===== config.mk =====
export PLATFORM = sky130hd
export DESIGN_NAME = gpm_ctrl
export DESIGN_NICKNAME = d
export VERILOG_FILES = /design/src/pkg/gpm_pkg.sv /design/src/core/gpm_ctrl.sv
export SDC_FILE = /design/constraint.sdc
export NUM_CORES = 1
export LEC_CHECK = 0
export ABC_AREA = 1
export BUFFER_PORTS_ARGS = -buffer_cell sky130_fd_sc_hd__buf_4
export CAP_MARGIN = 20
export CORE_MARGIN = 4
export CORE_UTILIZATION = 60
export DETAILED_ROUTE_END_ITERATION = 10
export GPL_ROUTABILITY_DRIVEN = 1
export GPL_TIMING_DRIVEN = 0
export PLACE_DENSITY = 0.81
export SLEW_MARGIN = 0
export SYNTH_ARGS = -nofsm -noshare
export SYNTH_HDL_FRONTEND = slang
export SYNTH_SLANG_ARGS = --single-unit

===== constraint.sdc =====
create_clock -name pclk -period 10.6 [get_ports pclk]
set_input_delay 1.59 -clock pclk [delete_from_list [all_inputs] [get_ports pclk]]
set_output_delay 1.59 -clock pclk [all_outputs]
set_load 0.03 [all_outputs]

===== src/pkg/gpm_pkg.sv =====
// package: constants, types and state layout of the power-mode controller
package gpm_pkg;

	// ****************************************************************
	// timing
	// ****************************************************************
	localparam int CLK_HZ       = 50_000_000;
	localparam int CLK_NS       = 20;
	localparam int MS_NS        = 1_000_000;
	localparam int MS_CYC       = MS_NS / CLK_NS;
	localparam int PER_DLY_MIN  = 3;
	localparam int FIT_DLY_S    = 60;
	localparam int ORB_GOOD_MIN = 5;
	localparam logic [19:0] PER_DLY_MS = 20'(PER_DLY_MIN * 60_000);
	localparam logic [15:0] FIT_MS     = 16'(FIT_DLY_S * 1_000);
	localparam logic [18:0] ORB_MS     = 19'(ORB_GOOD_MIN * 60_000);
	localparam logic [19:0] AD_ON_MS   = 20'h01388;
	localparam logic [19:0] AD_OFF_S   = 20'h03A98;
	localparam logic [19:0] AD_OFF_L   = 20'h0EA60;
	localparam logic [19:0] AD_WAKE_MS = 20'h007D0;
	localparam logic [19:0] AD_WIN     = AD_ON_MS - AD_WAKE_MS;

	// ****************************************************************
	// serial framing and commands
	// ****************************************************************
	localparam logic [2:0] BAUD_RST = 3'h1;
	localparam logic [2:0] BAUD_MAX = 3'h6;
	localparam logic [7:0] CH_DOL  = 8'h24;
	localparam logic [7:0] CH_STAR = 8'h2A;
	localparam logic [7:0] CH_COM  = 8'h2C;
	localparam logic [7:0] CH_0    = 8'h30;
	localparam logic [7:0] CH_9    = 8'h39;
	localparam logic [9:0] C_PWR = 10'h0E1;
	localparam logic [9:0] C_FIT = 10'h106;
	localparam logic [9:0] C_ORB = 10'h365;
	localparam logic [9:0] C_AIC = 10'h11E;
	localparam logic [19:0] PM_FULL = 20'h00000;
	localparam logic [19:0] PM_PBK  = 20'h00001;
	localparam logic [19:0] PM_PSB  = 20'h00002;
	localparam logic [19:0] PM_ASB  = 20'h00008;
	localparam logic [19:0] PM_ABK  = 20'h00009;
	localparam logic [119:0] ACK_TXT = "$PACK001,225,3*";
	localparam logic [4:0] ACK_LAST = 5'h12;
	localparam logic [3:0] AIC_TONES = 4'hC;

	// ****************************************************************
	// registers
	// ****************************************************************
	localparam logic [11:0] R_CTRL = 12'h000;
	localparam logic [11:0] R_STAT = 12'h004;
	localparam logic [11:0] R_CMD  = 12'h008;

	// ****************************************************************
	// types
	// ****************************************************************
	typedef enum logic [3:0] {M_FULL, M_PDLY, M_PRUN, M_PSLP, M_AON,
		M_AOFF} gpm_mode_t;
	typedef enum logic [2:0] {P_IDLE, P_HDR, P_ARG, P_CK1, P_CK2}
		gpm_parse_t;

	typedef struct packed {
		logic [1:0]       rx_sync;
		logic [1:0]       psw_sync;
		logic             rx_busy;
		logic [15:0]      rx_cnt;
		logic [3:0]       rx_bit;
		logic [7:0]       rx_sh;
		gpm_parse_t       pst;
		logic [7:0]       ck;
		logic [3:0]       rck;
		logic [9:0]       code;
		logic [2:0]       argn;
		logic [4:0][19:0] arg;
		logic             exec;
		logic [9:0]       last_code;
		logic [15:0]      last_arg;
		gpm_mode_t        mode;
		logic             pbk;
		logic             ext;
		logic             got_fix;
		logic [19:0]      run;
		logic [19:0]      slp;
		logic [19:0]      erun;
		logic [19:0]      eslp;
		logic [15:0]      ms_cnt;
		logic [19:0]      tmr;
		logic             fit_arm;
		logic             fit_act;
		logic [15:0]      fit_ms;
		logic             orb_en;
		logic [18:0]      orb_ms;
		logic             orb_rdy;
		logic             interference_cancellation;
		logic [2:0]       baud;
		logic             tx_act;
		logic [4:0]       tx_idx;
		logic [7:0]       tx_ck;
		logic             tx_busy;
		logic [15:0]      tx_cnt;
		logic [3:0]       tx_bit;
		logic [8:0]       tx_sh;
		logic             txd;
		logic             psw;
		logic             rf_on;
		logic             nmea;
		logic             pready;
		logic             pslverr;
		logic [31:0]      prdata;
	} gpm_state_t;

	// ****************************************************************
	// helpers
	// ****************************************************************
	function automatic logic [15:0] baud_div(input logic [2:0] sel);
		case (sel)
			3'h0: return 16'(CLK_HZ / 4800);
			3'h1: return 16'(CLK_HZ / 9600);
			3'h2: return 16'(CLK_HZ / 14400);
			3'h3: return 16'(CLK_HZ / 19200);
			3'h4: return 16'(CLK_HZ / 38400);
			3'h5: return 16'(CLK_HZ / 57600);
			default: return 16'(CLK_HZ / 115200);
		endcase
	endfunction : baud_div

	// {valid, nibble} of an upper-case hex character
	function automatic logic [4:0] hex_val(input logic [7:0] c);
		if (c >= CH_0 && c <= CH_9)
			return {1'b1, c[3:0]};
		if (c >= 8'h41 && c <= 8'h46)
			return {1'b1, 4'(c[3:0] + 4'h9)};
		return 5'h00;
	endfunction : hex_val

	function automatic logic [7:0] hex_chr(input logic [3:0] v);
		return (v < 4'hA) ? 8'(CH_0 + 8'(v)) : 8'(8'h37 + 8'(v));
	endfunction : hex_chr

	function automatic logic [7:0] ack_byte(input logic [4:0] i,
		input logic [7:0] ck);
		logic [119:0] t;
		t = ACK_TXT << {i, 3'b000};
		if (i < 5'h0F)
			return t[119:112];
		if (i == 5'h0F)
			return hex_chr(ck[7:4]);
		if (i == 5'h10)
			return hex_chr(ck[3:0]);
		if (i == 5'h11)
			return 8'h0D;
		return 8'h0A;
	endfunction : ack_byte

endpackage : gpm_pkg


===== src/core/gpm_ctrl.sv =====
// module: power-mode command controller with serial port and apb slave
module gpm_ctrl #(
	parameter int MS_CYCLES = gpm_pkg::MS_CYC
) (
	// clock and reset
	input  wire logic        pclk,
	input  wire logic        presetn,
	// apb slave
	input  wire logic        psel,
	input  wire logic        penable,
	input  wire logic        pwrite,
	input  wire logic [11:0] paddr,
	input  wire logic [31:0] pwdata,
	output logic             pready,
	output logic             pslverr,
	output logic      [31:0] prdata,
	// serial link
	input  wire logic        uart_rxd,
	output logic             uart_txd,
	// power switch control, open drain
	input  wire logic        pwr_sw_in,
	output logic             pwr_sw_out,
	output logic             pwr_sw_oe,
	// navigation status
	input  wire logic        fix_valid,
	input  wire logic        rtc_valid,
	// feature enables and orbit readiness
	output logic             rf_on,
	output logic             nmea_en,
	output logic             orbit_predict_en,
	output logic             interference_cancellation_en,
	output logic             fitness_duty_cycle_mode,
	output logic             orbit_ready
);

	gpm_pkg::gpm_state_t s;
	gpm_pkg::gpm_state_t n;
	logic [15:0]         div;
	logic                rx_ok;
	logic [7:0]          b;
	logic [4:0]          hv;
	logic                dig;
	logic [19:0]         dv;
	logic                tick;
	logic                fin;
	logic                wake;
	logic                exit_ok;
	logic [19:0]         a0;
	logic [7:0]          tb;

	// ****************************************************************
	// next state
	// ****************************************************************
	always_comb
	begin
		n = s;
		div = gpm_pkg::baud_div(s.baud);
		rx_ok = 1'b0;
		b = s.rx_sh;
		hv = gpm_pkg::hex_val(s.rx_sh);
		dig = (b >= gpm_pkg::CH_0) && (b <= gpm_pkg::CH_9);
		dv = 20'(b[3:0]);
		a0 = s.arg[0];
		exit_ok = 1'b0;
		tb = gpm_pkg::ack_byte(s.tx_idx, s.tx_ck);

		// receiver: start, 8 data, stop; no handshake lines
		n.rx_sync = {s.rx_sync[0], uart_rxd};
		n.psw_sync = {s.psw_sync[0], pwr_sw_in};
		if (!s.rx_busy)
		begin
			if (!s.rx_sync[1])
			begin
				n.rx_busy = 1'b1;
				n.rx_cnt = {1'b0, div[15:1]};
				n.rx_bit = 4'h0;
			end
		end
		else if (s.rx_cnt != 16'h0000)
			n.rx_cnt = s.rx_cnt - 16'h0001;
		else
		begin
			n.rx_cnt = div - 16'h0001;
			n.rx_bit = s.rx_bit + 4'h1;
			if (s.rx_bit == 4'h0 && s.rx_sync[1])
				n.rx_busy = 1'b0;
			else if (s.rx_bit == 4'h9)
			begin
				n.rx_busy = 1'b0;
				rx_ok = s.rx_sync[1];
			end
			else if (s.rx_bit != 4'h0)
				n.rx_sh = {s.rx_sync[1], s.rx_sh[7:1]};
		end
		wake = rx_ok;

		// sentence parser with xor checksum
		n.exec = 1'b0;
		if (rx_ok)
		begin
			if (b == gpm_pkg::CH_DOL)
			begin
				n.pst = gpm_pkg::P_HDR;
				n.ck = 8'h00;
				n.code = 10'h000;
				n.argn = 3'h0;
				n.arg = '0;
			end
			else
				unique case (s.pst)
					gpm_pkg::P_IDLE:
						n.pst = gpm_pkg::P_IDLE;
					gpm_pkg::P_HDR, gpm_pkg::P_ARG:
						if (b == gpm_pkg::CH_STAR)
							n.pst = gpm_pkg::P_CK1;
						else
						begin
							n.ck = s.ck ^ b;
							if (b == gpm_pkg::CH_COM)
							begin
								n.pst = gpm_pkg::P_ARG;
								if (s.pst == gpm_pkg::P_ARG && s.argn != 3'h4)
									n.argn = s.argn + 3'h1;
							end
							else if (dig && s.pst == gpm_pkg::P_HDR)
								n.code = 10'(s.code * 10'd10 + 10'(b[3:0]));
							else if (dig)
								n.arg[s.argn] = 20'(s.arg[s.argn] * 20'd10 + dv);
						end
					gpm_pkg::P_CK1:
						if (hv[4])
						begin
							n.rck = hv[3:0];
							n.pst = gpm_pkg::P_CK2;
						end
						else
							n.pst = gpm_pkg::P_IDLE;
					gpm_pkg::P_CK2:
					begin
						n.pst = gpm_pkg::P_IDLE;
						n.exec = hv[4] && ({s.rck, hv[3:0]} == s.ck);
					end
				endcase
		end

		// millisecond tick and phase timer
		tick = (s.ms_cnt == 16'h0000);
		n.ms_cnt = tick ? 16'(MS_CYCLES - 1) : s.ms_cnt - 16'h0001;
		fin = tick && (s.tmr == 20'h00000);
		if (tick && s.tmr != 20'h00000)
			n.tmr = s.tmr - 20'h00001;
		if (fix_valid)
			n.got_fix = 1'b1;

		// duty-cycle sequencer
		unique case (s.mode)
			gpm_pkg::M_FULL:
				n.mode = gpm_pkg::M_FULL;
			gpm_pkg::M_PDLY:
				if (fin)
				begin
					n.mode = gpm_pkg::M_PRUN;
					n.tmr = s.run;
					n.got_fix = 1'b0;
				end
			gpm_pkg::M_PRUN:
				if (fin)
				begin
					n.mode = gpm_pkg::M_PSLP;
					n.ext = !s.got_fix;
					n.tmr = !s.got_fix ? s.eslp : s.slp;
				end
			gpm_pkg::M_PSLP:
				if (fin || (wake && !s.pbk))
				begin
					n.mode = gpm_pkg::M_PRUN;
					n.tmr = s.ext ? s.erun : s.run;
					n.got_fix = 1'b0;
				end
			gpm_pkg::M_AON:
				if (fin)
				begin
					n.mode = gpm_pkg::M_AOFF;
					n.tmr = fix_valid ? gpm_pkg::AD_OFF_L : gpm_pkg::AD_OFF_S;
				end
			gpm_pkg::M_AOFF:
				if (fin || (wake && !s.pbk))
				begin
					n.mode = gpm_pkg::M_AON;
					n.tmr = gpm_pkg::AD_ON_MS;
				end
		endcase

		// fitness arming and orbit data readiness
		if (s.fit_arm && !s.fit_act)
		begin
			if (!fix_valid)
				n.fit_ms = 16'h0000;
			else if (tick && s.fit_ms == gpm_pkg::FIT_MS)
				n.fit_act = 1'b1;
			else if (tick)
				n.fit_ms = s.fit_ms + 16'h0001;
		end
		if (!rtc_valid)
		begin
			n.orb_ms = 19'h00000;
			n.orb_rdy = 1'b0;
		end
		else if (tick && fix_valid && !s.orb_rdy)
		begin
			if (s.orb_ms == gpm_pkg::ORB_MS)
				n.orb_rdy = 1'b1;
			else
				n.orb_ms = s.orb_ms + 19'h00001;
		end

		// command execution
		if (s.mode == gpm_pkg::M_AON)
			exit_ok = !s.pbk || (s.tmr >= gpm_pkg::AD_WIN);
		else
			exit_ok = !s.pbk || (s.mode != gpm_pkg::M_PSLP && s.mode != gpm_pkg::M_AOFF);
		if (s.exec)
		begin
			n.last_code = s.code;
			n.last_arg = a0[15:0];
			if (s.code == gpm_pkg::C_PWR)
			begin
				if (a0 == gpm_pkg::PM_FULL && exit_ok)
				begin
					n.mode = gpm_pkg::M_FULL;
					n.tmr = 20'h00000;
				end
				else if (s.mode == gpm_pkg::M_FULL)
				begin
					if (a0 == gpm_pkg::PM_PBK || a0 == gpm_pkg::PM_PSB)
					begin
						n.mode = gpm_pkg::M_PDLY;
						n.tmr = gpm_pkg::PER_DLY_MS;
						n.pbk = (a0 == gpm_pkg::PM_PBK);
						n.ext = 1'b0;
						n.run = s.arg[1];
						n.slp = s.arg[2];
						n.erun = s.arg[3];
						n.eslp = s.arg[4];
					end
					else if (a0 == gpm_pkg::PM_ASB || a0 == gpm_pkg::PM_ABK)
					begin
						n.mode = gpm_pkg::M_AON;
						n.tmr = gpm_pkg::AD_ON_MS;
						n.pbk = (a0 == gpm_pkg::PM_ABK);
						if (a0 == gpm_pkg::PM_ASB && !s.tx_act)
						begin
							n.tx_act = 1'b1;
							n.tx_idx = 5'h00;
							n.tx_ck = 8'h00;
						end
					end
				end
			end
			else if (s.code == gpm_pkg::C_FIT)
			begin
				if (a0 == 20'h00001)
				begin
					n.fit_arm = 1'b1;
					n.orb_en = 1'b0;
				end
				else if (a0 == 20'h00000)
				begin
					n.fit_arm = 1'b0;
					n.fit_act = 1'b0;
					n.fit_ms = 16'h0000;
				end
			end
			else if (s.code == gpm_pkg::C_ORB)
			begin
				if (a0 == 20'h00001 && !s.fit_arm)
					n.orb_en = (s.arg[1] != 20'h00000);
			end
			else if (s.code == gpm_pkg::C_AIC)
			begin
				if (a0 == 20'h00001)
					n.interference_cancellation = 1'b1;
				else if (a0 == 20'h00000)
					n.interference_cancellation = 1'b0;
			end
		end

		// transmitter and acknowledgement sequencer
		if (s.tx_busy)
		begin
			if (s.tx_cnt != 16'h0000)
				n.tx_cnt = s.tx_cnt - 16'h0001;
			else
			begin
				n.tx_cnt = div - 16'h0001;
				if (s.tx_bit == 4'h9)
					n.tx_busy = 1'b0;
				else
				begin
					n.txd = s.tx_sh[0];
					n.tx_sh = {1'b1, s.tx_sh[8:1]};
					n.tx_bit = s.tx_bit + 4'h1;
				end
			end
		end
		else if (s.tx_act)
		begin
			n.tx_busy = 1'b1;
			n.txd = 1'b0;
			n.tx_cnt = div - 16'h0001;
			n.tx_bit = 4'h0;
			n.tx_sh = {1'b1, tb};
			n.tx_idx = s.tx_idx + 5'h01;
			// checksum stops before the asterisk at index 14
			if (s.tx_idx != 5'h00 && s.tx_idx < 5'h0E)
				n.tx_ck = s.tx_ck ^ tb;
			if (s.tx_idx == gpm_pkg::ACK_LAST)
				n.tx_act = 1'b0;
		end

		// derived outputs
		n.rf_on = (n.mode != gpm_pkg::M_PSLP) && (n.mode != gpm_pkg::M_AOFF);
		n.nmea = n.rf_on;
		n.psw = n.pbk && !n.rf_on;

		// apb slave, one wait state
		n.pready = 1'b0;
		n.pslverr = 1'b0;
		if (psel && penable && !s.pready)
		begin
			n.pready = 1'b1;
			case (paddr)
				gpm_pkg::R_CTRL:
					n.prdata = {29'h0, s.baud};
				gpm_pkg::R_STAT:
					n.prdata = {16'h0000, gpm_pkg::AIC_TONES, s.psw_sync[1],
						s.ext, s.fit_act, s.fit_arm, s.interference_cancellation, s.orb_rdy,
						s.orb_en, fix_valid, s.mode};
				gpm_pkg::R_CMD:
					n.prdata = {s.last_arg, 6'h00, s.last_code};
				default:
				begin
					n.prdata = 32'h0000_0000;
					n.pslverr = 1'b1;
				end
			endcase
		end
		if (psel && penable && s.pready && pwrite && paddr == gpm_pkg::R_CTRL
			&& pwdata[2:0] <= gpm_pkg::BAUD_MAX)
			n.baud = pwdata[2:0];
	end

	// ****************************************************************
	// state register
	// ****************************************************************
	always_ff @(posedge pclk or negedge presetn)
	begin
		if (!presetn)
		begin
			s <= '0;
			s.baud <= gpm_pkg::BAUD_RST;
			s.orb_en <= 1'b1;
			s.interference_cancellation <= 1'b1;
			s.txd <= 1'b1;
			s.rx_sync <= 2'h3;
			s.rf_on <= 1'b1;
			s.nmea <= 1'b1;
		end
		else
			s <= n;
	end

	assign pready = s.pready;
	assign pslverr = s.pslverr;
	assign prdata = s.prdata;
	assign uart_txd = s.txd;
	assign pwr_sw_out = 1'b0;
	assign pwr_sw_oe = s.psw;
	assign rf_on = s.rf_on;
	assign nmea_en = s.nmea;
	assign orbit_predict_en = s.orb_en;
	assign interference_cancellation_en = s.interference_cancellation;
	assign fitness_duty_cycle_mode = s.fit_act;
	assign orbit_ready = s.orb_rdy;

endmodule : gpm_ctrl


==> report_table.html <==
<table>
<tr><th>Metric</th><th>Value</th></tr>
<tr><th colspan="2">Run status</th></tr>
<tr><td>Outcome</td><td>finished clean</td></tr>
<tr><th colspan="2">Hold path</th></tr>
<tr><td>Startpoint of the worst hold path</td><td>n[435]</td></tr>
<tr><td>Worst Hold Class</td><td>register to register</td></tr>
<tr><td>Worst Hold End</td><td>s[435]</td></tr>
<tr><td>Number of cells on the worst hold path</td><td>0</td></tr>
<tr><th colspan="2">Timing</th></tr>
<tr><td>RSZ-0062 raised after global routing</td><td>no</td></tr>
<tr><td>Worst Tran Pin Value</td><td>0.911 ns</td></tr>
<tr><td>Max Clk Rate</td><td>179 MHz</td></tr>
<tr><td>Finish-stage setup viols</td><td>0</td></tr>
<tr><td>Worst rel slew slack</td><td>39.0%</td></tr>
<tr><td>Worst Clk Skew</td><td>0.0207 ns</td></tr>
<tr><td>Fin crit share</td><td>52.7%</td></tr>
<tr><td>Final count of pins violating max slew</td><td>0</td></tr>
<tr><td>Post-layout minimum cycle time</td><td>5.59 ns</td></tr>
<tr><td>Setup TNS</td><td>0 ns</td></tr>
<tr><td>Final count of hold timing violations</td><td>0</td></tr>
<tr><th colspan="2">Drt</th></tr>
<tr><td>Post-DRT Antenna Nets</td><td>0</td></tr>
<tr><td>Count of unresolved DRC violations after routing</td><td>0</td></tr>
<tr><td>Router iterations before antenna repair</td><td>6</td></tr>
<tr><td>Average detailed-routed wire length per instance</td><td>18.4 µm</td></tr>
<tr><td>Number of DRC markers after the initial detailed-route iteration</td><td>2844</td></tr>
<tr><td>Via Count</td><td>23800</td></tr>
<tr><td>Total Wirelength</td><td>73300 µm</td></tr>
<tr><td>Drt via density</td><td>5.99</td></tr>
<tr><th colspan="2">Setup path</th></tr>
<tr><td>Critical path buffer and inverter count</td><td>5</td></tr>
<tr><td>Launching point of the worst reg2reg path</td><td>s[376]</td></tr>
<tr><td>Sort of element at the end of the critical path</td><td>register</td></tr>
<tr><td>Critical path, cell by cell</td><td>buf_6 -&gt; inv_1 -&gt; nand2_1 -&gt; nor2_1 -&gt; inv_1 -&gt; clkbuf_1 -&gt; o221ai_1 -&gt; ha_1 -&gt; ha_1 -&gt; inv_1 -&gt; fa_1 -&gt; nor2_1 -&gt; nand3_1 -&gt; a21oi_1 -&gt; nand3_1 -&gt; nor2_1 -&gt; nand3_1 -&gt; xor2_1 -&gt; o22ai_1</td></tr>
<tr><td>Critical path start-end classification</td><td>register to register</td></tr>
<tr><td>Critical path arrival</td><td>6.02 ns</td></tr>
<tr><td>Reg-to-reg endpoint</td><td>s[347]</td></tr>
<tr><td>Register-to-register setup slack</td><td>5.01 ns</td></tr>
<tr><td>Crit path max-delay family</td><td>simple AND/OR/NAND/NOR gates</td></tr>
<tr><td>Largest fanout on the critical path</td><td>10</td></tr>
<tr><td>Required @ worst endpoint</td><td>11.03 ns</td></tr>
<tr><td>Kind of start point of the critical path</td><td>register</td></tr>
<tr><td>Critical-path top delay cell</td><td>sky130_fd_sc_hd__nor2_1</td></tr>
<tr><td>Slowest stage delay, CP</td><td>0.69 ns</td></tr>
<tr><td>Reg2reg path depth</td><td>19</td></tr>
<tr><th colspan="2">Place</th></tr>
<tr><td>Detail Placement HPWL</td><td>55400 µm</td></tr>
<tr><td>Cell total after placement</td><td>3892</td></tr>
<tr><td>Count of port buffers added during placement</td><td>62</td></tr>
<tr><td>Weighted congestion at the end of routability-driven global placement</td><td>0.970</td></tr>
<tr><th colspan="2">Power</th></tr>
<tr><td>Worst-case vdd ir drop</td><td>0.177 mV</td></tr>
<tr><td>Tot Pwr</td><td>3.48 mW</td></tr>
<tr><td>Leakage</td><td>13.6 nW</td></tr>
<tr><td>Power per unit of standard cell area</td><td>123 mW/mm²</td></tr>
<tr><th colspan="2">Clock network</th></tr>
<tr><td>Number of sinks on the clock net</td><td>432</td></tr>
<tr><td>Post-CTS setup-driven buffer insertion count</td><td>0</td></tr>
<tr><td>Worst-skew pair later-pin latency</td><td>0.59 ns</td></tr>
<tr><td>Number of H-tree branching levels</td><td>2</td></tr>
<tr><td>Cts-stage hold buffer count</td><td>0</td></tr>
<tr><td>Cts bufs inserted</td><td>47</td></tr>
<tr><td>Clock Root Buffer</td><td>sky130_fd_sc_hd__clkbuf_16</td></tr>
<tr><td>Clock buffer depth</td><td>3</td></tr>
<tr><td>Clk pin slew, worst setup/hold paths</td><td>0.06 ns</td></tr>
<tr><td>Resize count post-CTS</td><td>0</td></tr>
<tr><td>CTS tree</td><td>yes</td></tr>
<tr><th colspan="2">Synthesis</th></tr>
<tr><td>Most instantiated flip-flop cell in the synthesis netlist</td><td>sky130_fd_sc_hd__dfrtp_1</td></tr>
<tr><td>Leading post-synthesis cells by cell area</td><td>sky130_fd_sc_hd__dfrtp_1 42%, sky130_fd_sc_hd__nand2_1 12%, sky130_fd_sc_hd__inv_1 6.0%, sky130_fd_sc_hd__o21ai_0 5.1%, sky130_fd_sc_hd__ha_1 3.9%</td></tr>
<tr><td>Average cell area after synthesis</td><td>7.76 µm²</td></tr>
<tr><td>Synth area leader</td><td>sky130_fd_sc_hd__dfrtp_1</td></tr>
<tr><td>Post-synthesis instance area</td><td>0.0255 mm²</td></tr>
<tr><td>Number of enable flip-flop cells after synthesis</td><td>0</td></tr>
<tr><td>Post-Synthesis Cells</td><td>3284</td></tr>
<tr><td>Post-synthesis register bit count</td><td>432</td></tr>
<tr><td>Part of the Yosys area used for sequential elements</td><td>42.5%</td></tr>
<tr><td>Synth top area share</td><td>41.8%</td></tr>
<tr><td>Count of distinct cell types in the synthesized netlist</td><td>67</td></tr>
<tr><td>Count leader, synth</td><td>sky130_fd_sc_hd__nand2_1</td></tr>
<tr><td>Share of flip-flops with an asynchronous set or reset</td><td>100%</td></tr>
<tr><td>Synth warnings</td><td>0</td></tr>
<tr><td>Cell types with the highest counts after synthesis</td><td>818 x sky130_fd_sc_hd__nand2_1, 425 x sky130_fd_sc_hd__dfrtp_1, 410 x sky130_fd_sc_hd__inv_1, 259 x sky130_fd_sc_hd__o21ai_0, 258 x sky130_fd_sc_hd__nor2_1</td></tr>
<tr><th colspan="2">Global route</th></tr>
<tr><td>GR met3 Demand/Resource</td><td>5.60%</td></tr>
<tr><td>Total track usage</td><td>31.4%</td></tr>
<tr><td>Met1 Use GR</td><td>43.6%</td></tr>
<tr><td>Met2 routing resource usage after global routing</td><td>51.3%</td></tr>
<tr><td>Top Usage Layer GRT</td><td>met2</td></tr>
<tr><td>Global route total overflow</td><td>0</td></tr>
<tr><td>Initial antenna violation count</td><td>1</td></tr>
<tr><td>Pin count of the biggest net entering global routing</td><td>124</td></tr>
<tr><td>Number of global-route vias before repair</td><td>23000</td></tr>
<tr><td>Global-route wire length before repair</td><td>119000 µm</td></tr>
<tr><th colspan="2">Flow run</th></tr>
<tr><td>Max-Cap Viols</td><td>0</td></tr>
<tr><th colspan="2">Finish</th></tr>
<tr><td># diodes</td><td>0</td></tr>
<tr><td>Area added between synthesis and finish</td><td>11.5%</td></tr>
<tr><td>Final net count</td><td>3538</td></tr>
<tr><td>Final Non-Filler Cells</td><td>3978</td></tr>
<tr><td>Fill cell instance count of the final layout</td><td>3504</td></tr>
<tr><td>Fraction of layout cells with a size suffix above 1</td><td>9.94%</td></tr>
<tr><th colspan="2">Floorplan</th></tr>
<tr><td>Core outline area</td><td>0.0419 mm²</td></tr>
<tr><td>Initial core utilization</td><td>60.7%</td></tr>
<tr><td>Die Width</td><td>214 µm</td></tr>
<tr><td>Die Span Y</td><td>214 µm</td></tr>
<tr><td>Std-Cell Rows</td><td>75</td></tr>
<tr><td>Number of ports placed on the die boundary</td><td>96</td></tr>
<tr><td>Area of the die</td><td>0.0458 mm²</td></tr>
</table>
-- area by class of cell --
| class | count | area (µm²) | area share, % |
|---|---|---|---|
| Multi-Input combinational cell | 2293 | 12300 | 43.3 |
| Sequential cell | 432 | 10800 | 38.1 |
| Inverter | 443 | 1670 | 5.87 |
| Clock buffer | 65 | 1350 | 4.77 |
| Buffer | 119 | 701 | 2.47 |
| Tap cell | 539 | 674 | 2.38 |
| Timing Repair Buffer | 66 | 583 | 2.05 |
| Clock inverter | 21 | 297 | 1.04 |
-- placed cells by master, fill, tap and decap left out, drive strengths merged, types with 53 or more instances in the layout --
master,Yosys,final
buf,74,140
xor2,79,79
dfrtp,425,425
nor2,280,280
a21oi,106,106
clkbuf,45,110
ha,79,79
nand4,53,53
o21ai,297,297
nand2,834,834
inv,438,439
nand3,196,196
o22ai,111,111
nor3,55,55
-- layer usage --
layer | vias to the layer above | share of wire [%]
met4 | 0 | 2.7
met3 | 143 | 8.5
met5 | - | 0
met1 | 11500 | 42
met2 | 1122 | 46
li1 | 11000 | -
-- flip-flops by register name, summed over array words and instances, names as in the netlist --
name / count
a0: 20
b: 8
fitness_duty_cycle_mode: 1
interference_cancellation_en: 1
n: 2
nmea_en: 1
orbit_predict_en: 1
orbit_ready: 1
prdata: 29
pready: 1
pslverr: 1
pwr_sw_oe: 1
s: 364
uart_txd: 1
-- stage by stage --
step                      utilization [%]  cell area, µm²  worst slack [ns]  hold slack [ns]
after floorplan                         -           25500              6.57            0.331
after global routing                 67.7           28400              4.64            0.357
after CTS                            67.7           28400              5.14            0.356
after detailed placement             63.7           26700              5.18            0.340
after global placement               63.5           26600              3.67            0.346
final                                67.7           28400              5.01            0.357
-- report_power, final --
group | switching [mW] | internal (mW)
Sequential | 0.00119 | 1.65
Combinational | 0.0474 | 0.0135
Clock | 0.706 | 1.06
-- worst max path at each step --
| stage | depth (start not counted) | from | endpoint |
|---|---|---|---|
| finish | 19 | s[376] | s[347] |
| global placement | 1 | presetn | s[198] |
| global route | 19 | s[376] | s[347] |
| floorplan | 19 | s[376] | s[347] |
| detailed placement | 19 | s[376] | s[347] |
| CTS | 19 | s[376] | s[347] |
-- cells by family after synthesis --
| family | share of synthesized area [%] |
|---|---|
| mux | 0.442 |
| simple gates | 25.3 |
| xor+xnor | 3.37 |
| buf+inv | 9.30 |
| other cells | 0.0147 |
| fa+ha+maj | 4.20 |
| flops | 42.5 |
| compound gates | 14.9 |
(Power assumes the default switching activity.)
